File: src/fault_pkg.sv
package fault_pkg;
  localparam int CLK_MHZ = 10;
  localparam int NUM_FET = 6;
  localparam int TIMER_W = 24;
  localparam int SLEEP_W = 12;
  localparam int DEG_W = 8;
  localparam int NUM_CH = 5;
  // retry channels
  localparam int CH_REG = 0;
  localparam int CH_REF = 1;
  localparam int CH_PUMP = 2;
  localparam int CH_OCP = 3;
  localparam int CH_SD = 4;
  // times in their own units
  localparam int SHORT_RETRY_US = 5000;
  localparam int LONG_RETRY_US = 1000000;
  localparam int DEG0_NS = 1000;
  localparam int DEG1_NS = 2000;
  localparam int DEG2_NS = 4000;
  localparam int DEG3_NS = 8000;
  localparam int BLANK0_NS = 200;
  localparam int BLANK1_NS = 500;
  localparam int BLANK2_NS = 1000;
  localparam int BLANK3_NS = 2000;
  localparam int RST_PULSE_MAX_US = 20;
  localparam int SLEEP_US = 100;
  localparam int WAKE_US = 200;
  // least times round up, longest times round down
  localparam int SHORT_RETRY_CYC = SHORT_RETRY_US * CLK_MHZ;
  localparam int LONG_RETRY_CYC = LONG_RETRY_US * CLK_MHZ;
  localparam int DEG0_CYC = (DEG0_NS * CLK_MHZ + 999) / 1000;
  localparam int DEG1_CYC = (DEG1_NS * CLK_MHZ + 999) / 1000;
  localparam int DEG2_CYC = (DEG2_NS * CLK_MHZ + 999) / 1000;
  localparam int DEG3_CYC = (DEG3_NS * CLK_MHZ + 999) / 1000;
  localparam int BLANK0_CYC = (BLANK0_NS * CLK_MHZ + 999) / 1000;
  localparam int BLANK1_CYC = (BLANK1_NS * CLK_MHZ + 999) / 1000;
  localparam int BLANK2_CYC = (BLANK2_NS * CLK_MHZ + 999) / 1000;
  localparam int BLANK3_CYC = (BLANK3_NS * CLK_MHZ + 999) / 1000;
  localparam int RST_PULSE_CYC = RST_PULSE_MAX_US * CLK_MHZ;
  localparam int SLEEP_CYC = SLEEP_US * CLK_MHZ;
  localparam int WAKE_CYC = WAKE_US * CLK_MHZ;
  // overcurrent action and shutdown retry codes
  localparam logic [2:0] OC_LONG = 3'h0;
  localparam logic [2:0] OC_SHORT = 3'h1;
  localparam logic [2:0] OC_LATCH = 3'h2;
  localparam logic [2:0] OC_REPORT = 3'h3;
  localparam logic [2:0] OC_OFF = 3'h7;
  localparam logic [1:0] SD_LONG = 2'h0;
  localparam logic [1:0] SD_SHORT = 2'h1;
  // reset values
  localparam logic REF_EN_RST = 1'h0;
  localparam logic WARN_EN_RST = 1'h0;
  localparam logic UV_SEL_RST = 1'h1;
  localparam logic [2:0] ACT_RST = OC_SHORT;
  localparam logic [1:0] SD_SEL_RST = SD_SHORT;
  localparam logic ERR_N_RST = 1'h1;
endpackage

File: src/interval_timer.sv
`timescale 1ns/10ps
module interval_timer #(
  parameter int TW = 24
) (
  input wire logic clk,
  input wire logic rst_n,
  input wire logic start,
  input wire logic [TW-1:0] load,
  output logic busy,
  output logic done
);
  logic [TW-1:0] cnt;
  logic [TW-1:0] next_cnt;

  if (TW < 2 || TW > 31) begin : g_bad
    $error("interval_timer: unsupported width");
  end

  // a start while running reloads, so time runs from the last start
  always_comb begin
    next_cnt = cnt;
    if (start) begin
      next_cnt = load;
    end else if (cnt != '0) begin
      next_cnt = cnt - 1'h1;
    end
  end

  always_ff @(posedge clk or negedge rst_n) begin
    if (!rst_n) begin
      cnt <= '0;
    end else begin
      cnt <= next_cnt;
    end
  end

  assign busy = cnt != '0;
  assign done = !start && cnt == TW'(1);
endmodule

File: src/fault_protection_sleep_ctrl.sv
`timescale 1ns/10ps
// Notes on behaviour
// - regulator undervoltage: FETs and serial off, fault low, three flags set
// - regulator recovery plus retry time resumes; summary flags wait for clear
// - sense reference undervoltage acts only when enabled; amplifiers off
// - sense reference recovery plus retry re-enables amplifiers, clears its flag
// - sense reference check off after reset; always off in pin variant
// - pump undervoltage: FETs and pump off, flags set, retry then resume
// - overcurrent counts only after indication persists through the deglitch time
// - every PWM edge starts a blanking window that masks overcurrent
// - pin variant: 1 us deglitch, 0.2 us blank, short 5 ms retry
// - register variant takes level, deglitch, blank and action from config
// - action 010b: latched shutdown until condition gone and clear command
// - action 000b/001b: off, retry, per-FET flags clear, summaries stay
// - action 011b: FETs run, fault reported until gone and cleared
// - action 111b: overcurrent ignored entirely
// - thermal warning sets flags; reports on fault pin only when enabled
// - warning flag follows temperature; summary clears on clear below trip
// - pin variant never reports thermal warning on the fault pin
// - thermal shutdown: FETs and pump off, flags, retry; always active
// - shutdown retry select 00b long, 01b short; pin variant short
// - sleep pin low beyond sleep delay powers everything down
// - sleep pin high with supply good wakes pump, regulator, serial port
// - fault pin held low while regulators power up or down
// - too long a pulse sleeps; a valid pulse disturbs nothing else
module fault_protection_sleep_ctrl #(
  parameter bit REG_VARIANT = 1'b1,
  parameter int NF = fault_pkg::NUM_FET,
  parameter int TW = fault_pkg::TIMER_W,
  parameter int SHORT_RETRY_CYCLES = fault_pkg::SHORT_RETRY_CYC,
  parameter int LONG_RETRY_CYCLES = fault_pkg::LONG_RETRY_CYC
) (
  input wire logic clk,
  input wire logic rst_n,
  input wire logic low_power_request_n_pin,
  input wire logic supply_ok,
  input wire logic regulator_uv,
  input wire logic sense_ref_uv,
  input wire logic pump_uv,
  input wire logic [NF-1:0] fet_oc,
  input wire logic [NF-1:0] pwm,
  input wire logic thermal_warn,
  input wire logic thermal_sd,
  input wire logic sense_ref_check_enable,
  input wire logic [2:0] overcurrent_action_sel,
  input wire logic [1:0] overcurrent_level_sel,
  input wire logic [1:0] overcurrent_deglitch_sel,
  input wire logic [1:0] overcurrent_blank_sel,
  input wire logic warning_report_enable,
  input wire logic [1:0] shutdown_retry_sel,
  input wire logic uv_retry_sel,
  input wire logic clear_errors_bit,
  output logic error_out_n_pin,
  output logic fet_enable,
  output logic sense_amp_enable,
  output logic pump_enable,
  output logic regulator_enable,
  output logic serial_enable,
  output logic [1:0] overcurrent_level,
  output logic global_error_flag,
  output logic undervolt_summary_flag,
  output logic regulator_undervolt_flag,
  output logic sense_ref_undervolt_flag,
  output logic pump_undervolt_flag,
  output logic overcurrent_flag,
  output logic [NF-1:0] fet_oc_flag,
  output logic thermal_summary_flag,
  output logic thermal_warning_flag,
  output logic thermal_shutdown_flag
);
  localparam int DW = fault_pkg::DEG_W;
  localparam int SW = fault_pkg::SLEEP_W;
  localparam int NC = fault_pkg::NUM_CH;
  typedef enum logic [2:0] {S_ACTIVE, S_LOW, S_DOWN, S_ASLEEP, S_WAKE} sleep_t;

  if (NF < 1 || TW < 2 || TW > 31 || SHORT_RETRY_CYCLES < 1 ||
      LONG_RETRY_CYCLES < 1 || SHORT_RETRY_CYCLES >= (1 << TW) ||
      LONG_RETRY_CYCLES >= (1 << TW) ||
      fault_pkg::RST_PULSE_CYC >= fault_pkg::SLEEP_CYC) begin : g_bad
    $error("fault_protection_sleep_ctrl: unsupported parameters");
  end

  logic rs1, rs;
  logic ref_en, next_ref_en, warn_en, next_warn_en, uvsel, next_uvsel;
  logic [2:0] act, next_act;
  logic [1:0] deg_sel, next_deg_sel, blk_sel, next_blk_sel;
  logic [1:0] sd_sel, next_sd_sel;
  logic [DW-1:0] deg_cyc, blk_cyc;
  logic [TW-1:0] long_ld, short_ld;
  logic [TW-1:0] ld [NC];
  logic [NF-1:0] pwm_d, oc_ev;
  logic [DW-1:0] dcnt [NF];
  logic [DW-1:0] next_dcnt [NF];
  logic pwm_edge, blank_busy, blanking, oc_on, oc_hit, oc_cond, clr;
  logic [NC-1:0] cond, done, hold, next_hold, fault_lvl;
  logic oc_latch, next_oc_latch, oc_rep, next_oc_rep, uv_set;
  logic next_glob, next_uvsum, next_ocflag, next_thsum, next_warn;
  logic [NF-1:0] next_fflag;
  sleep_t st, next_st;
  logic [SW-1:0] scnt, next_scnt;
  logic rst_pulse, awake, powered;
  logic next_fet, next_csa, next_pump, next_reg, next_spi, next_err_n;

  //////////////////////////////////////////////////////////////////////
  // reset release
  always_ff @(posedge clk or negedge rst_n) begin
    if (!rst_n) begin
      rs1 <= 1'h0;
      rs <= 1'h0;
    end else begin
      rs1 <= 1'h1;
      rs <= rs1;
    end
  end

  //////////////////////////////////////////////////////////////////////
  // configuration; pin variant forces its fixed settings
  always_comb begin
    next_ref_en = REG_VARIANT && sense_ref_check_enable;
    next_warn_en = REG_VARIANT && warning_report_enable;
    next_uvsel = REG_VARIANT ? uv_retry_sel : 1'h1;
    next_act = REG_VARIANT ? overcurrent_action_sel : fault_pkg::OC_SHORT;
    next_deg_sel = REG_VARIANT ? overcurrent_deglitch_sel : 2'h0;
    next_blk_sel = REG_VARIANT ? overcurrent_blank_sel : 2'h0;
    next_sd_sel = REG_VARIANT ? shutdown_retry_sel : fault_pkg::SD_SHORT;
  end

  always_ff @(posedge clk or negedge rs) begin
    if (!rs) begin
      ref_en <= fault_pkg::REF_EN_RST;
      warn_en <= fault_pkg::WARN_EN_RST;
      uvsel <= fault_pkg::UV_SEL_RST;
      act <= fault_pkg::ACT_RST;
      deg_sel <= 2'h0;
      blk_sel <= 2'h0;
      sd_sel <= fault_pkg::SD_SEL_RST;
      overcurrent_level <= 2'h0;
    end else begin
      ref_en <= next_ref_en;
      warn_en <= next_warn_en;
      uvsel <= next_uvsel;
      act <= next_act;
      deg_sel <= next_deg_sel;
      blk_sel <= next_blk_sel;
      sd_sel <= next_sd_sel;
      overcurrent_level <= overcurrent_level_sel;
    end
  end

  always_comb begin
    case (deg_sel)
      2'h0: deg_cyc = DW'(fault_pkg::DEG0_CYC);
      2'h1: deg_cyc = DW'(fault_pkg::DEG1_CYC);
      2'h2: deg_cyc = DW'(fault_pkg::DEG2_CYC);
      default: deg_cyc = DW'(fault_pkg::DEG3_CYC);
    endcase
    case (blk_sel)
      2'h0: blk_cyc = DW'(fault_pkg::BLANK0_CYC);
      2'h1: blk_cyc = DW'(fault_pkg::BLANK1_CYC);
      2'h2: blk_cyc = DW'(fault_pkg::BLANK2_CYC);
      default: blk_cyc = DW'(fault_pkg::BLANK3_CYC);
    endcase
  end

  //////////////////////////////////////////////////////////////////////
  // blanking and deglitch
  assign pwm_edge = |(pwm ^ pwm_d);
  assign blanking = pwm_edge || blank_busy;

  always_ff @(posedge clk or negedge rs) begin
    if (!rs) begin
      pwm_d <= '0;
    end else begin
      pwm_d <= pwm;
    end
  end

  interval_timer #(.TW(TW)) u_blank (
    .clk(clk),
    .rst_n(rs),
    .start(pwm_edge),
    .load(TW'(blk_cyc)),
    .busy(blank_busy),
    .done()
  );

  for (genvar i = 0; i < NF; i++) begin : g_deg
    // the count saturates, so a held indication gives one event only
    always_comb begin
      next_dcnt[i] = dcnt[i];
      if (blanking || !fet_oc[i]) begin
        next_dcnt[i] = '0;
      end else if (dcnt[i] != deg_cyc) begin
        next_dcnt[i] = dcnt[i] + 1'h1;
      end
    end
    assign oc_ev[i] = next_dcnt[i] == deg_cyc && dcnt[i] != deg_cyc;
    always_ff @(posedge clk or negedge rs) begin
      if (!rs) begin
        dcnt[i] <= '0;
      end else begin
        dcnt[i] <= next_dcnt[i];
      end
    end
  end

  //////////////////////////////////////////////////////////////////////
  // retry channels; a cause held high keeps reloading its timer
  assign oc_on = act <= fault_pkg::OC_REPORT;
  assign oc_hit = (|oc_ev) && oc_on;
  assign oc_cond = |fet_oc;
  assign long_ld = TW'(LONG_RETRY_CYCLES);
  assign short_ld = TW'(SHORT_RETRY_CYCLES);
  assign cond[fault_pkg::CH_REG] = regulator_uv;
  assign cond[fault_pkg::CH_REF] = sense_ref_uv && ref_en;
  assign cond[fault_pkg::CH_PUMP] = pump_uv;
  assign cond[fault_pkg::CH_OCP] = oc_hit && act <= fault_pkg::OC_SHORT;
  assign cond[fault_pkg::CH_SD] = thermal_sd;
  assign ld[fault_pkg::CH_REG] = uvsel ? short_ld : long_ld;
  assign ld[fault_pkg::CH_REF] = uvsel ? short_ld : long_ld;
  assign ld[fault_pkg::CH_PUMP] = uvsel ? short_ld : long_ld;
  assign ld[fault_pkg::CH_OCP] =
    act == fault_pkg::OC_LONG ? long_ld : short_ld;
  assign ld[fault_pkg::CH_SD] =
    sd_sel == fault_pkg::SD_LONG ? long_ld : short_ld;

  for (genvar c = 0; c < NC; c++) begin : g_retry
    interval_timer #(.TW(TW)) u_tmr (
      .clk(clk),
      .rst_n(rs),
      .start(cond[c]),
      .load(ld[c]),
      .busy(),
      .done(done[c])
    );
  end

  assign fault_lvl = cond | hold;
  assign rst_pulse = st == S_LOW && low_power_request_n_pin;
  assign clr = (REG_VARIANT && clear_errors_bit) || rst_pulse;

  //////////////////////////////////////////////////////////////////////
  // flags; every set wins over a clear in the same cycle
  always_comb begin
    next_hold = cond | (hold & ~done);
    uv_set = |cond[fault_pkg::CH_PUMP:fault_pkg::CH_REG];
    next_uvsum = uv_set || (undervolt_summary_flag && !clr);
    next_oc_latch = (oc_hit && act == fault_pkg::OC_LATCH) ||
      (oc_latch && !(clr && !oc_cond));
    next_oc_rep = (oc_hit && act == fault_pkg::OC_REPORT) ||
      (oc_rep && !(clr && !oc_cond));
    next_ocflag = oc_hit || (overcurrent_flag && !(clr && !oc_cond));
    next_fflag = (oc_ev & {NF{oc_on}}) | (fet_oc_flag &
      ~{NF{done[fault_pkg::CH_OCP] || (clr && !oc_cond)}});
    next_warn = thermal_warn;
    next_thsum = thermal_warn || thermal_sd ||
      (thermal_summary_flag && !(clr && !thermal_warn));
    next_glob = uv_set || oc_hit || thermal_sd ||
      (global_error_flag && !clr);
  end

  always_ff @(posedge clk or negedge rs) begin
    if (!rs) begin
      hold <= '0;
      oc_latch <= 1'h0;
      oc_rep <= 1'h0;
      undervolt_summary_flag <= 1'h0;
      overcurrent_flag <= 1'h0;
      fet_oc_flag <= '0;
      thermal_warning_flag <= 1'h0;
      thermal_summary_flag <= 1'h0;
      global_error_flag <= 1'h0;
    end else begin
      hold <= next_hold;
      oc_latch <= next_oc_latch;
      oc_rep <= next_oc_rep;
      undervolt_summary_flag <= next_uvsum;
      overcurrent_flag <= next_ocflag;
      fet_oc_flag <= next_fflag;
      thermal_warning_flag <= next_warn;
      thermal_summary_flag <= next_thsum;
      global_error_flag <= next_glob;
    end
  end

  assign regulator_undervolt_flag = hold[fault_pkg::CH_REG];
  assign sense_ref_undervolt_flag = hold[fault_pkg::CH_REF];
  assign pump_undervolt_flag = hold[fault_pkg::CH_PUMP];
  assign thermal_shutdown_flag = hold[fault_pkg::CH_SD];

  //////////////////////////////////////////////////////////////////////
  // sleep control; a pin rising during power-down waits for sleep first
  always_comb begin
    next_st = st;
    next_scnt = scnt + 1'h1;
    case (st)
      S_ACTIVE: begin
        next_scnt = '0;
        if (!low_power_request_n_pin) next_st = S_LOW;
      end
      S_LOW: begin
        if (low_power_request_n_pin) begin
          next_st = S_ACTIVE;
        end else if (scnt == SW'(fault_pkg::RST_PULSE_CYC - 1)) begin
          next_st = S_DOWN;
        end
      end
      S_DOWN: begin
        if (scnt == SW'(fault_pkg::SLEEP_CYC - 1)) next_st = S_ASLEEP;
      end
      S_ASLEEP: begin
        next_scnt = '0;
        if (low_power_request_n_pin && supply_ok) next_st = S_WAKE;
      end
      S_WAKE: begin
        if (scnt == SW'(fault_pkg::WAKE_CYC - 1)) next_st = S_ACTIVE;
      end
      default: next_st = S_ACTIVE;
    endcase
  end

  always_ff @(posedge clk or negedge rs) begin
    if (!rs) begin
      st <= S_ACTIVE;
      scnt <= '0;
    end else begin
      st <= next_st;
      scnt <= next_scnt;
    end
  end

  //////////////////////////////////////////////////////////////////////
  // gating and fault pin
  assign awake = st == S_ACTIVE || st == S_LOW;
  assign powered = st != S_ASLEEP;

  always_comb begin
    next_fet = awake && !fault_lvl[fault_pkg::CH_REG] &&
      !fault_lvl[fault_pkg::CH_PUMP] && !fault_lvl[fault_pkg::CH_SD] &&
      !fault_lvl[fault_pkg::CH_OCP] && !next_oc_latch;
    next_csa = awake && !fault_lvl[fault_pkg::CH_REF];
    next_pump = powered && !fault_lvl[fault_pkg::CH_PUMP] &&
      !fault_lvl[fault_pkg::CH_SD];
    next_reg = powered;
    next_spi = powered && !fault_lvl[fault_pkg::CH_REG];
    next_err_n = !(|fault_lvl || next_oc_latch || next_oc_rep ||
      (thermal_warn && warn_en) || st == S_DOWN || st == S_WAKE);
  end

  always_ff @(posedge clk or negedge rs) begin
    if (!rs) begin
      fet_enable <= 1'h0;
      sense_amp_enable <= 1'h0;
      pump_enable <= 1'h0;
      regulator_enable <= 1'h0;
      serial_enable <= 1'h0;
      error_out_n_pin <= fault_pkg::ERR_N_RST;
    end else begin
      fet_enable <= next_fet;
      sense_amp_enable <= next_csa;
      pump_enable <= next_pump;
      regulator_enable <= next_reg;
      serial_enable <= next_spi;
      error_out_n_pin <= next_err_n;
    end
  end

  // wake outlasts any delay range, so a counter apart from scnt bounds it
  logic [SW-1:0] wake_len, next_wake_len;
  always_comb begin
    next_wake_len = st == S_WAKE ? wake_len + 1'h1 : '0;
  end
  always_ff @(posedge clk or negedge rs) begin
    if (!rs) begin
      wake_len <= '0;
    end else begin
      wake_len <= next_wake_len;
    end
  end
endmodule

File: config.mk
export PLATFORM = sky130hd
export DESIGN_NAME = fault_protection_sleep_ctrl
export DESIGN_NICKNAME = d
export VERILOG_FILES = /design/src/fault_pkg.sv /design/src/interval_timer.sv /design/src/fault_protection_sleep_ctrl.sv
export SDC_FILE = /design/constraint.sdc
export NUM_CORES = 1
export LEC_CHECK = 0
export ABC_AREA = 0
export BUFFER_PORTS_ARGS = -buffer_cell sky130_fd_sc_hd__buf_2
export CORE_MARGIN = 2
export CORE_UTILIZATION = 60
export CTS_CLUSTER_DIAMETER = 150
export CTS_CLUSTER_SIZE = 28
export DETAILED_ROUTE_END_ITERATION = 7
export PLACE_DENSITY = 0.78
export SLEW_MARGIN = 40
export SYNTH_ARGS = -nofsm -noshare
export SYNTH_HDL_FRONTEND = slang
export SYNTH_SLANG_ARGS = --single-unit
File: constraint.sdc
create_clock -name clk -period 8.4 [get_ports clk]
set_input_delay 0.42 -clock clk [delete_from_list [all_inputs] [get_ports clk]]
set_output_delay 0.42 -clock clk [all_outputs]
set_load 0.03 [all_outputs]
==> reports/qor.csv, run 1 <==
metric;value;unit
status;complete, no violations;
clock-pin slew on the worst setup and hold paths;0.12;ns
EDFF count, synth;0;
clk sinks;253;
Final Non-Filler Cells;1891;
number of global-route vias before repair;10499;
area leader, netlist;dfrtp_1;
htree depth;1;
# Post-CTS Setup Buffers;0;
Core Rows;55;
Inserted Clock Buffers;13;
final hold slack;0.0234;ns
DR vias;11323;
die span in y;157;um
post-synth top area share;44.4;%
most frequent cells in the layout;247 x dfrtp_1, 225 x nor2_1, 111 x nand2_1;
Post-synth ARST share;100;%
post-synthesis mux area share;1.82;%
GRT Overall Usage;24.3;%
main combinational cell family by area after synthesis;simple AND/OR/NAND/NOR gates;
1st-iter DRT viols;1012;
Pwr per Cell Area;162;nW/um2
Finished Cell Area;15100;um2
main area contributors after synthesis;dfrtp_1 44%, xnor2_1 6.2%, nor2_1 6.0%;
root buffer cell;clkbuf_16;
Register-to-Register Setup Slack;3.37;ns
Seq/Total Area, Yosys;45.2;%
share of cells above drive strength 1;8.05;%
number of remaining DRC errors;0;
DRT Wirelength;29700;um
Placer Congestion;0.920;
# IOs;59;
WP data required;8.79;ns
Port Buffers;58;
setup tns final;0;ns
GRT overflow;0;
fillcell total;1834;
adder-cell area share of the yosys netlist;1.69;%
Slew HR;42.8;%
die area;24600;um2
Synth Instances;1544;
Layout area overhead;7.42;%
critical path arrival;5.42;ns
Max Freq;199;MHz
Max Cap Violations;0;
CP Capture Type;flop;
First-pass DRT Iterations;7;
global-route wire length before repair;50100;um
Post-DP HPWL;20600;um
maximum VDD drop;117;uV
CTS tree;done;
#FFs+latches synth;253;
Lkg Pwr;5.89;nW
Die W;157;um
Reg area;6340;um2
CP Launch Type;flop;
multi-input combinational cell area;7270;um2
clk buf depth;3;
synthesized cell area;14000;um2
placed insts;1857;
core area;22800;um2
Syn Nets;1599;
top_reg_cell synth;dfrtp_1;
setup violators final;0;
Slew @ Worst Pin;0.856;ns
Ys Warns;0;
logic gate share of total power;14.7;%
Min-Delay Path Class;input pin to flop;
net switching share of the total power;28.9;%
compound-cell area share of the yosys netlist;11.7;%
internal power;1.74;mW
Syn Area/Cell;9.08;um2
Initial Utilization;61.6;%
number of antenna violations at the first check in global routing;0;
Max Transition Viols Final;0;
largest net degree at the start of global routing;102;
crit-path max FO;37;
Final #Nets;1625;
DRT antenna net count;0;
critical path class;flop to flop;
clock latency on the worst-skew pair;0.50;ns
Final Skew;0.0345;ns
fin util;66.1;%
sequential share of power;56.3;%
WL/cell;15.7;um
commonest non-fill, non-tap cell in the layout;dfrtp_1;
clock power share;29.0;%
minimum clock period after layout;5.03;ns
period utilization;59.8;%
final hold violation count;0;
vias per cell;5.99;
Simple-Gate Fraction of Synth Area;26.1;%
P_sw;0.705;mW
synth unique cells;84;
XOR/XNOR Fraction of Synth Area;10.4;%
Area after DPL;14500;um2
RSZ-0062 raised after global routing;no;
-- flip-flops by register name, summed over array words and instances (netlist names), 2 cells and up --
name	flops
blk_sel	2
dcnt	48
scnt	12
st	3
overcurrent_level	2
fet_oc_flag	6
deg_sel	2
pwm_d	6
g_retry.u_tmr.cnt	120
sd_sel	2
u_blank.cnt	24
act	3
hold	5
-- cells in the mapped netlist, drive strengths merged (28+ instances only) --
cell and count:
a21oi 68, and3 28, clkbuf 54, dfrtp 249
inv 40, nand2 113, nand3 62, nor2 225
nor3 85, nor4 34, o21ai 66, or3 29
xnor2 100, xor2 64
-- cell families after synthesis --
logic type / Yosys count
fa+ha+maj: 19
compound gates: 248
other cells: 1
buf+inv: 106
flops: 253
simple gates: 729
xor+xnor: 165
mux: 23
-- power by group through the flow --
stage	Clock [mW]	Sequential, mW	Combinational, mW
finish	0.708	1.37	0.359
global route	0.773	1.39	0.410
CTS	0.734	1.38	0.352
detailed placement	0	1.40	0.347
global placement	0	1.40	0.334
floorplan	0	1.39	0.269
-- area by class of cell --
type | count | share of cell area (%)
Sequential cell | 253 | 42.1
Timing Repair Buffer | 76 | 3.40
Multi-Input combinational cell | 1185 | 48.3
Antenna cell | 1 | 0.0166
Clock inverter | 2 | 0.257
Clock buffer | 20 | 2.33
Tap cell | 313 | 2.60
Inverter | 41 | 1.02
-- routing by layer --
metal	share of wire [%]	GRT usage (%)	vias to the layer above	wire length [um]
li1	-	-	5494	-
met1	47	35.3	5500	13900
met2	47	39.8	293	13800
met3	5.0	2.64	36	1470
met4	1.5	5.02	0	458
met5	0	0	-	0
-- worst max-delay path: stages, from the launching register on --
cell and delay [ns]:
dfrtp_1 0.67, buf_4 0.38, nor2_1 0.63, a221oi_1 0.26, a2111oi_4 0.64, mux2i_1 0.27
a22oi_1 0.08, a2111oi_1 0.73, a311oi_1 0.15, nand3_2 0.19, and2_2 0.55, mux2_4 0.34
-- worst paths after layout --
path                                                   from                                   to  cells past startpoint
min in group asynchronous                             rst_n                         rs$_DFF_PN0_                      2
worst min-delay path            overcurrent_deglitch_sel[0]                 deg_sel[0]$_DFF_PN0_                      1
worst max register to register         deg_sel[0]$_DFF_PN0_  g_retry[3].u_tmr.cnt[4]$_DFFE_PN0P_                     11
worst min register to register                 rs$_DFF_PN0_           u_blank.cnt[8]$_DFFE_PN0P_                      0
max in group asynchronous                      rs$_DFF_PN0_                     act[0]$_DFF_PN1_                      3
worst max-delay path                   deg_sel[0]$_DFF_PN0_  g_retry[3].u_tmr.cnt[4]$_DFFE_PN0P_                     11
-- per-stage QoR --
| step | setup slack (ns) | total power, mW |
|---|---|---|
| finish | 3.37 | 2.44 |
| global route | 3.09 | 2.57 |
| CTS | 3.32 | 2.46 |
| detailed placement | 3.38 | 1.75 |
| global placement | 3.17 | 1.73 |
| floorplan | 0.834 | 1.65 |
-- repair_timing --
action | CTS | global route
endpoints found under the setup margin | 0 | 0
gates resized for setup | 0 | 0
hold endpoints to repair | 4 | 6
hold buffers | 3 | 6
No activity file was read; power rests on OpenSTA's default activity.
==> run 2, diff against run 1 <==
--- a/config.mk
+++ b/config.mk
@@ -5,14 +5,14 @@
 export SDC_FILE = /design/constraint.sdc
 export NUM_CORES = 1
 export LEC_CHECK = 0
-export ABC_AREA = 0
+export ABC_AREA = 1
 export BUFFER_PORTS_ARGS = -buffer_cell sky130_fd_sc_hd__buf_2
 export CORE_MARGIN = 2
-export CORE_UTILIZATION = 60
+export CORE_UTILIZATION = 57
 export CTS_CLUSTER_DIAMETER = 150
 export CTS_CLUSTER_SIZE = 28
 export DETAILED_ROUTE_END_ITERATION = 7
-export PLACE_DENSITY = 0.78
+export PLACE_DENSITY = 0.77
 export SLEW_MARGIN = 40
 export SYNTH_ARGS = -nofsm -noshare
 export SYNTH_HDL_FRONTEND = slang
==> constraint.sdc (replaced) <==
create_clock -name clk -period 4.3 [get_ports clk]
set_input_delay 0.215 -clock clk [delete_from_list [all_inputs] [get_ports clk]]
set_output_delay 0.215 -clock clk [all_outputs]
set_load 0.03 [all_outputs]
==> reports/qor.csv, run 2 <==
metric;value;unit;change
Routed met1 length;18400;um;+32%
Slew @ Worst Pin;0.759;ns;-0.0962 ns
top cell family by delay on the critical path;simple AND/OR/NAND/NOR gates;;
multi-input combinational cell area;8330;um2;+15%
clock latency on the worst-skew pair;0.51;ns;about the same
period utilization;82.3;%;+22 points
synth unique cells;63;;-25%
Pwr per Cell Area;313;nW/um2;+93%
number of antenna violations at the first check in global routing;2;;+2
cell mode on critical path;nand2_1;;
largest net degree at the start of global routing;86;;-16%
clk sinks;253;;unchanged
core area;27900;um2;+23%
top_reg_cell synth;dfrtp_1;;
Layout area overhead;7.18;%;
Top reg by flops;g_retry.u_tmr.cnt;;
highest metal used;met5;;
Seq/Total Area, Yosys;38.9;%;-6.3 points
1st-iter DRT viols;1463;;+45%
DRT Wirelength;40600;um;+37%
synthesized cell area;16300;um2;+16%
Worst path slowest cell;nor2_4;;
Post-DP HPWL;29600;um;+44%
Syn Area/Cell;7.04;um2;-22%
CP Capture Type;flop;;
Post-synth ARST share;100;%;unchanged
Die W;173;um;+10%
Reg area;6340;um2;unchanged
minimum clock period after layout;3.54;ns;-1.49 ns
Min-Delay Path Class;input pin to asynchronous set/reset pin;;
EDFF count, synth;0;;unchanged
vias per cell;5.43;;-9.2%
WL/cell;14.7;um;-6.0%
DR vias;14978;;+32%
clk buf depth;3;;unchanged
Final #Nets;2427;;+49%
Ys Warns;0;;unchanged
slowest stage delay, CP;0.49;ns;-0.24 ns
Initial Utilization;58.3;%;-3.2 points
Synth Instances;2314;;+50%
area leader, netlist;dfrtp_1;;
# Post-CTS Setup Buffers;0;;unchanged
most numerous cell in the Yosys netlist;nand2_1;;
fillcell total;2568;;+40%
Max Freq;283;MHz;+42%
GRT Overall Usage;27.1;%;+2.8 points
CTS tree;done;;
First-pass DRT Iterations;5;;-2
Core Rows;61;;+11%
Port Buffers;58;;unchanged
commonest non-fill, non-tap cell in the layout;nand2_1;;
Max Transition Viols Final;0;;unchanged
htree depth;1;;unchanged
worst-path cell chain;buf_4, nor2_4, a21oi_1, nor2_1, nand3_1, nand3_1, nor2_2, nor2_1, nand2_1, nor2_1, nand2_1, nand2_1, nor2_4, nand2_4, nand2_8, inv_4, nand2_4, nand2_1, inv_1;;
GRT overflow;0;;unchanged
largest registers;g_retry.u_tmr.cnt x120, dcnt x48, u_blank.cnt x24;;
Synth top cells by count;497 x nand2_1, 339 x inv_1, 332 x nor2_1, 249 x dfrtp_1, 184 x nand3_1;;
setup violators final;0;;unchanged
RSZ-0062 raised after global routing;no;;
final hold violation count;0;;unchanged
# IOs;59;;unchanged
Final Skew;0.0211;ns;-0.0134 ns
die span in y;173;um;+10%
DRT antenna net count;0;;unchanged
setup tns final;0;ns;unchanged
Register-to-Register Setup Slack;0.76;ns;-2.61 ns
crit-path max FO;44;;+19%
die area;30000;um2;+22%
critical path arrival;3.95;ns;-1.47 ns
post-synth top area share;38.2;%;-6.2 points
root buffer cell;clkbuf_16;;
Max Cap Violations;0;;unchanged
max reg flops;120;;unchanged
Syn Nets;2369;;+48%
most frequent cells in the layout;497 x nand2_1, 339 x inv_1, 332 x nor2_1;;
Inserted Clock Buffers;13;;unchanged
CP Launch Type;flop;;
worst path bufs/invs;3;;+2
number of remaining DRC errors;0;;unchanged
maximum VDD drop;363;uV;+210%
Slew HR;49.0;%;+6.2 points
Placer Congestion;0.927;;+0.75%
CTS Hold Bufs;23;;+20
routed wl met2;19100;um;+38%
global-route wire length before repair;68300;um;+36%
number of global-route vias before repair;14391;;+37%
status;complete, no violations;;
main area contributors after synthesis;dfrtp_1 38%, nand2_1 11%, inv_1 7.8%;;
WP data required;4.71;ns;-4.08 ns
critical path class;flop to flop;;
Lkg Pwr;8.57;nW;+45%
PostCTS Resize Cnt;0;;unchanged
Power Total;5.46;mW;+120%
clock-pin slew on the worst setup and hold paths;0.11;ns;about the same
share of cells above drive strength 1;7.82;%;-0.23 points
Met3 Routed Length;1940;um;+32%
#FFs+latches synth;253;;unchanged
run 2: cell types whose count changed in the layout (fill, tap and decap cells not counted), sizes merged, moves of 21 or more:
cell | previous run | this run
nand3 | 62 | 193
inv | 41 | 355
and3 | 28 | 7
nand2 | 113 | 517
a21oi | 68 | 116
nor2b | 25 | 0
o21ai | 66 | 116
xnor2 | 100 | 17
or3 | 29 | 1
nor2 | 225 | 376
nand4 | 23 | 62
nand2b | 23 | 0
run 2: cell families after synthesis:
logic type / synth area share, %
buffers and inverters: 9.98
AO/OA/AOI/OAI: 9.74
other: 0.0230
adder cells (fa/ha/maj): 1.46
flip-flops: 38.9
XOR/XNOR: 4.62
AND/OR/NAND/NOR: 35.3
run 2: final timing paths:
kind | startpoint | end | depth (start not counted)
setup / recovery | deg_sel[0]$_DFF_PN0_ | g_retry[3].u_tmr.cnt[20]$_DFFE_PN0P_ | 19
hold / removal | rst_n | rs$_DFF_PN0_ | 2
setup reg to reg | deg_sel[0]$_DFF_PN0_ | g_retry[3].u_tmr.cnt[20]$_DFFE_PN0P_ | 19
hold reg to reg | rs1$_DFF_PN0_ | rs$_DFF_PN0_ | 0
max in group asynchronous | rs$_DFF_PN0_ | g_retry[4].u_tmr.cnt[4]$_DFFE_PN0P_ | 1
min in group clk | fet_oc[5] | dcnt[0]$_DFF_PN0_ | 3
run 2: area by class of cell:
type / instances / area share, %
clock inverter: 3 / 0.229
inverter: 355 / 7.69
sequential: 253 / 36.3
multi-input combinational: 1660 / 47.7
tap: 378 / 2.71
timing repair buffer: 89 / 3.40
clock buffer: 17 / 1.95
antenna: 1 / 0.0143
run 2: power by group:
part           switching [mW]  total [mW]  leakage (nW)  internal [mW]
logic                   0.781        1.22          5.21          0.440
registers               0.225        2.83          3.17           2.61
clock network           0.820        1.41         0.185          0.588
run 2: per-layer routing:
layer,track usage [%],vias up
met1,36.8,6950
met4,8.05,2
met2,46.0,400
met3,2.79,74
met5,0,-
li1,-,7552
run 2: metrics by stage:
stage	cell area (um2)	utilization [%]	setup WS (ns)	hold WS, ns	std cells
5_1_grt	17500	62.5	0.381	0.0179	2756
3_3_place_gp	16900	60.3	0.936	0.000432	2712
4_1_cts	17500	62.5	0.780	0.000203	2755
2_1_floorplan	16300	-	0.152	-0.0806	2314
3_5_place_dp	16900	60.3	0.830	0.000849	2712
6_report	17500	62.5	0.761	0.0147	2756
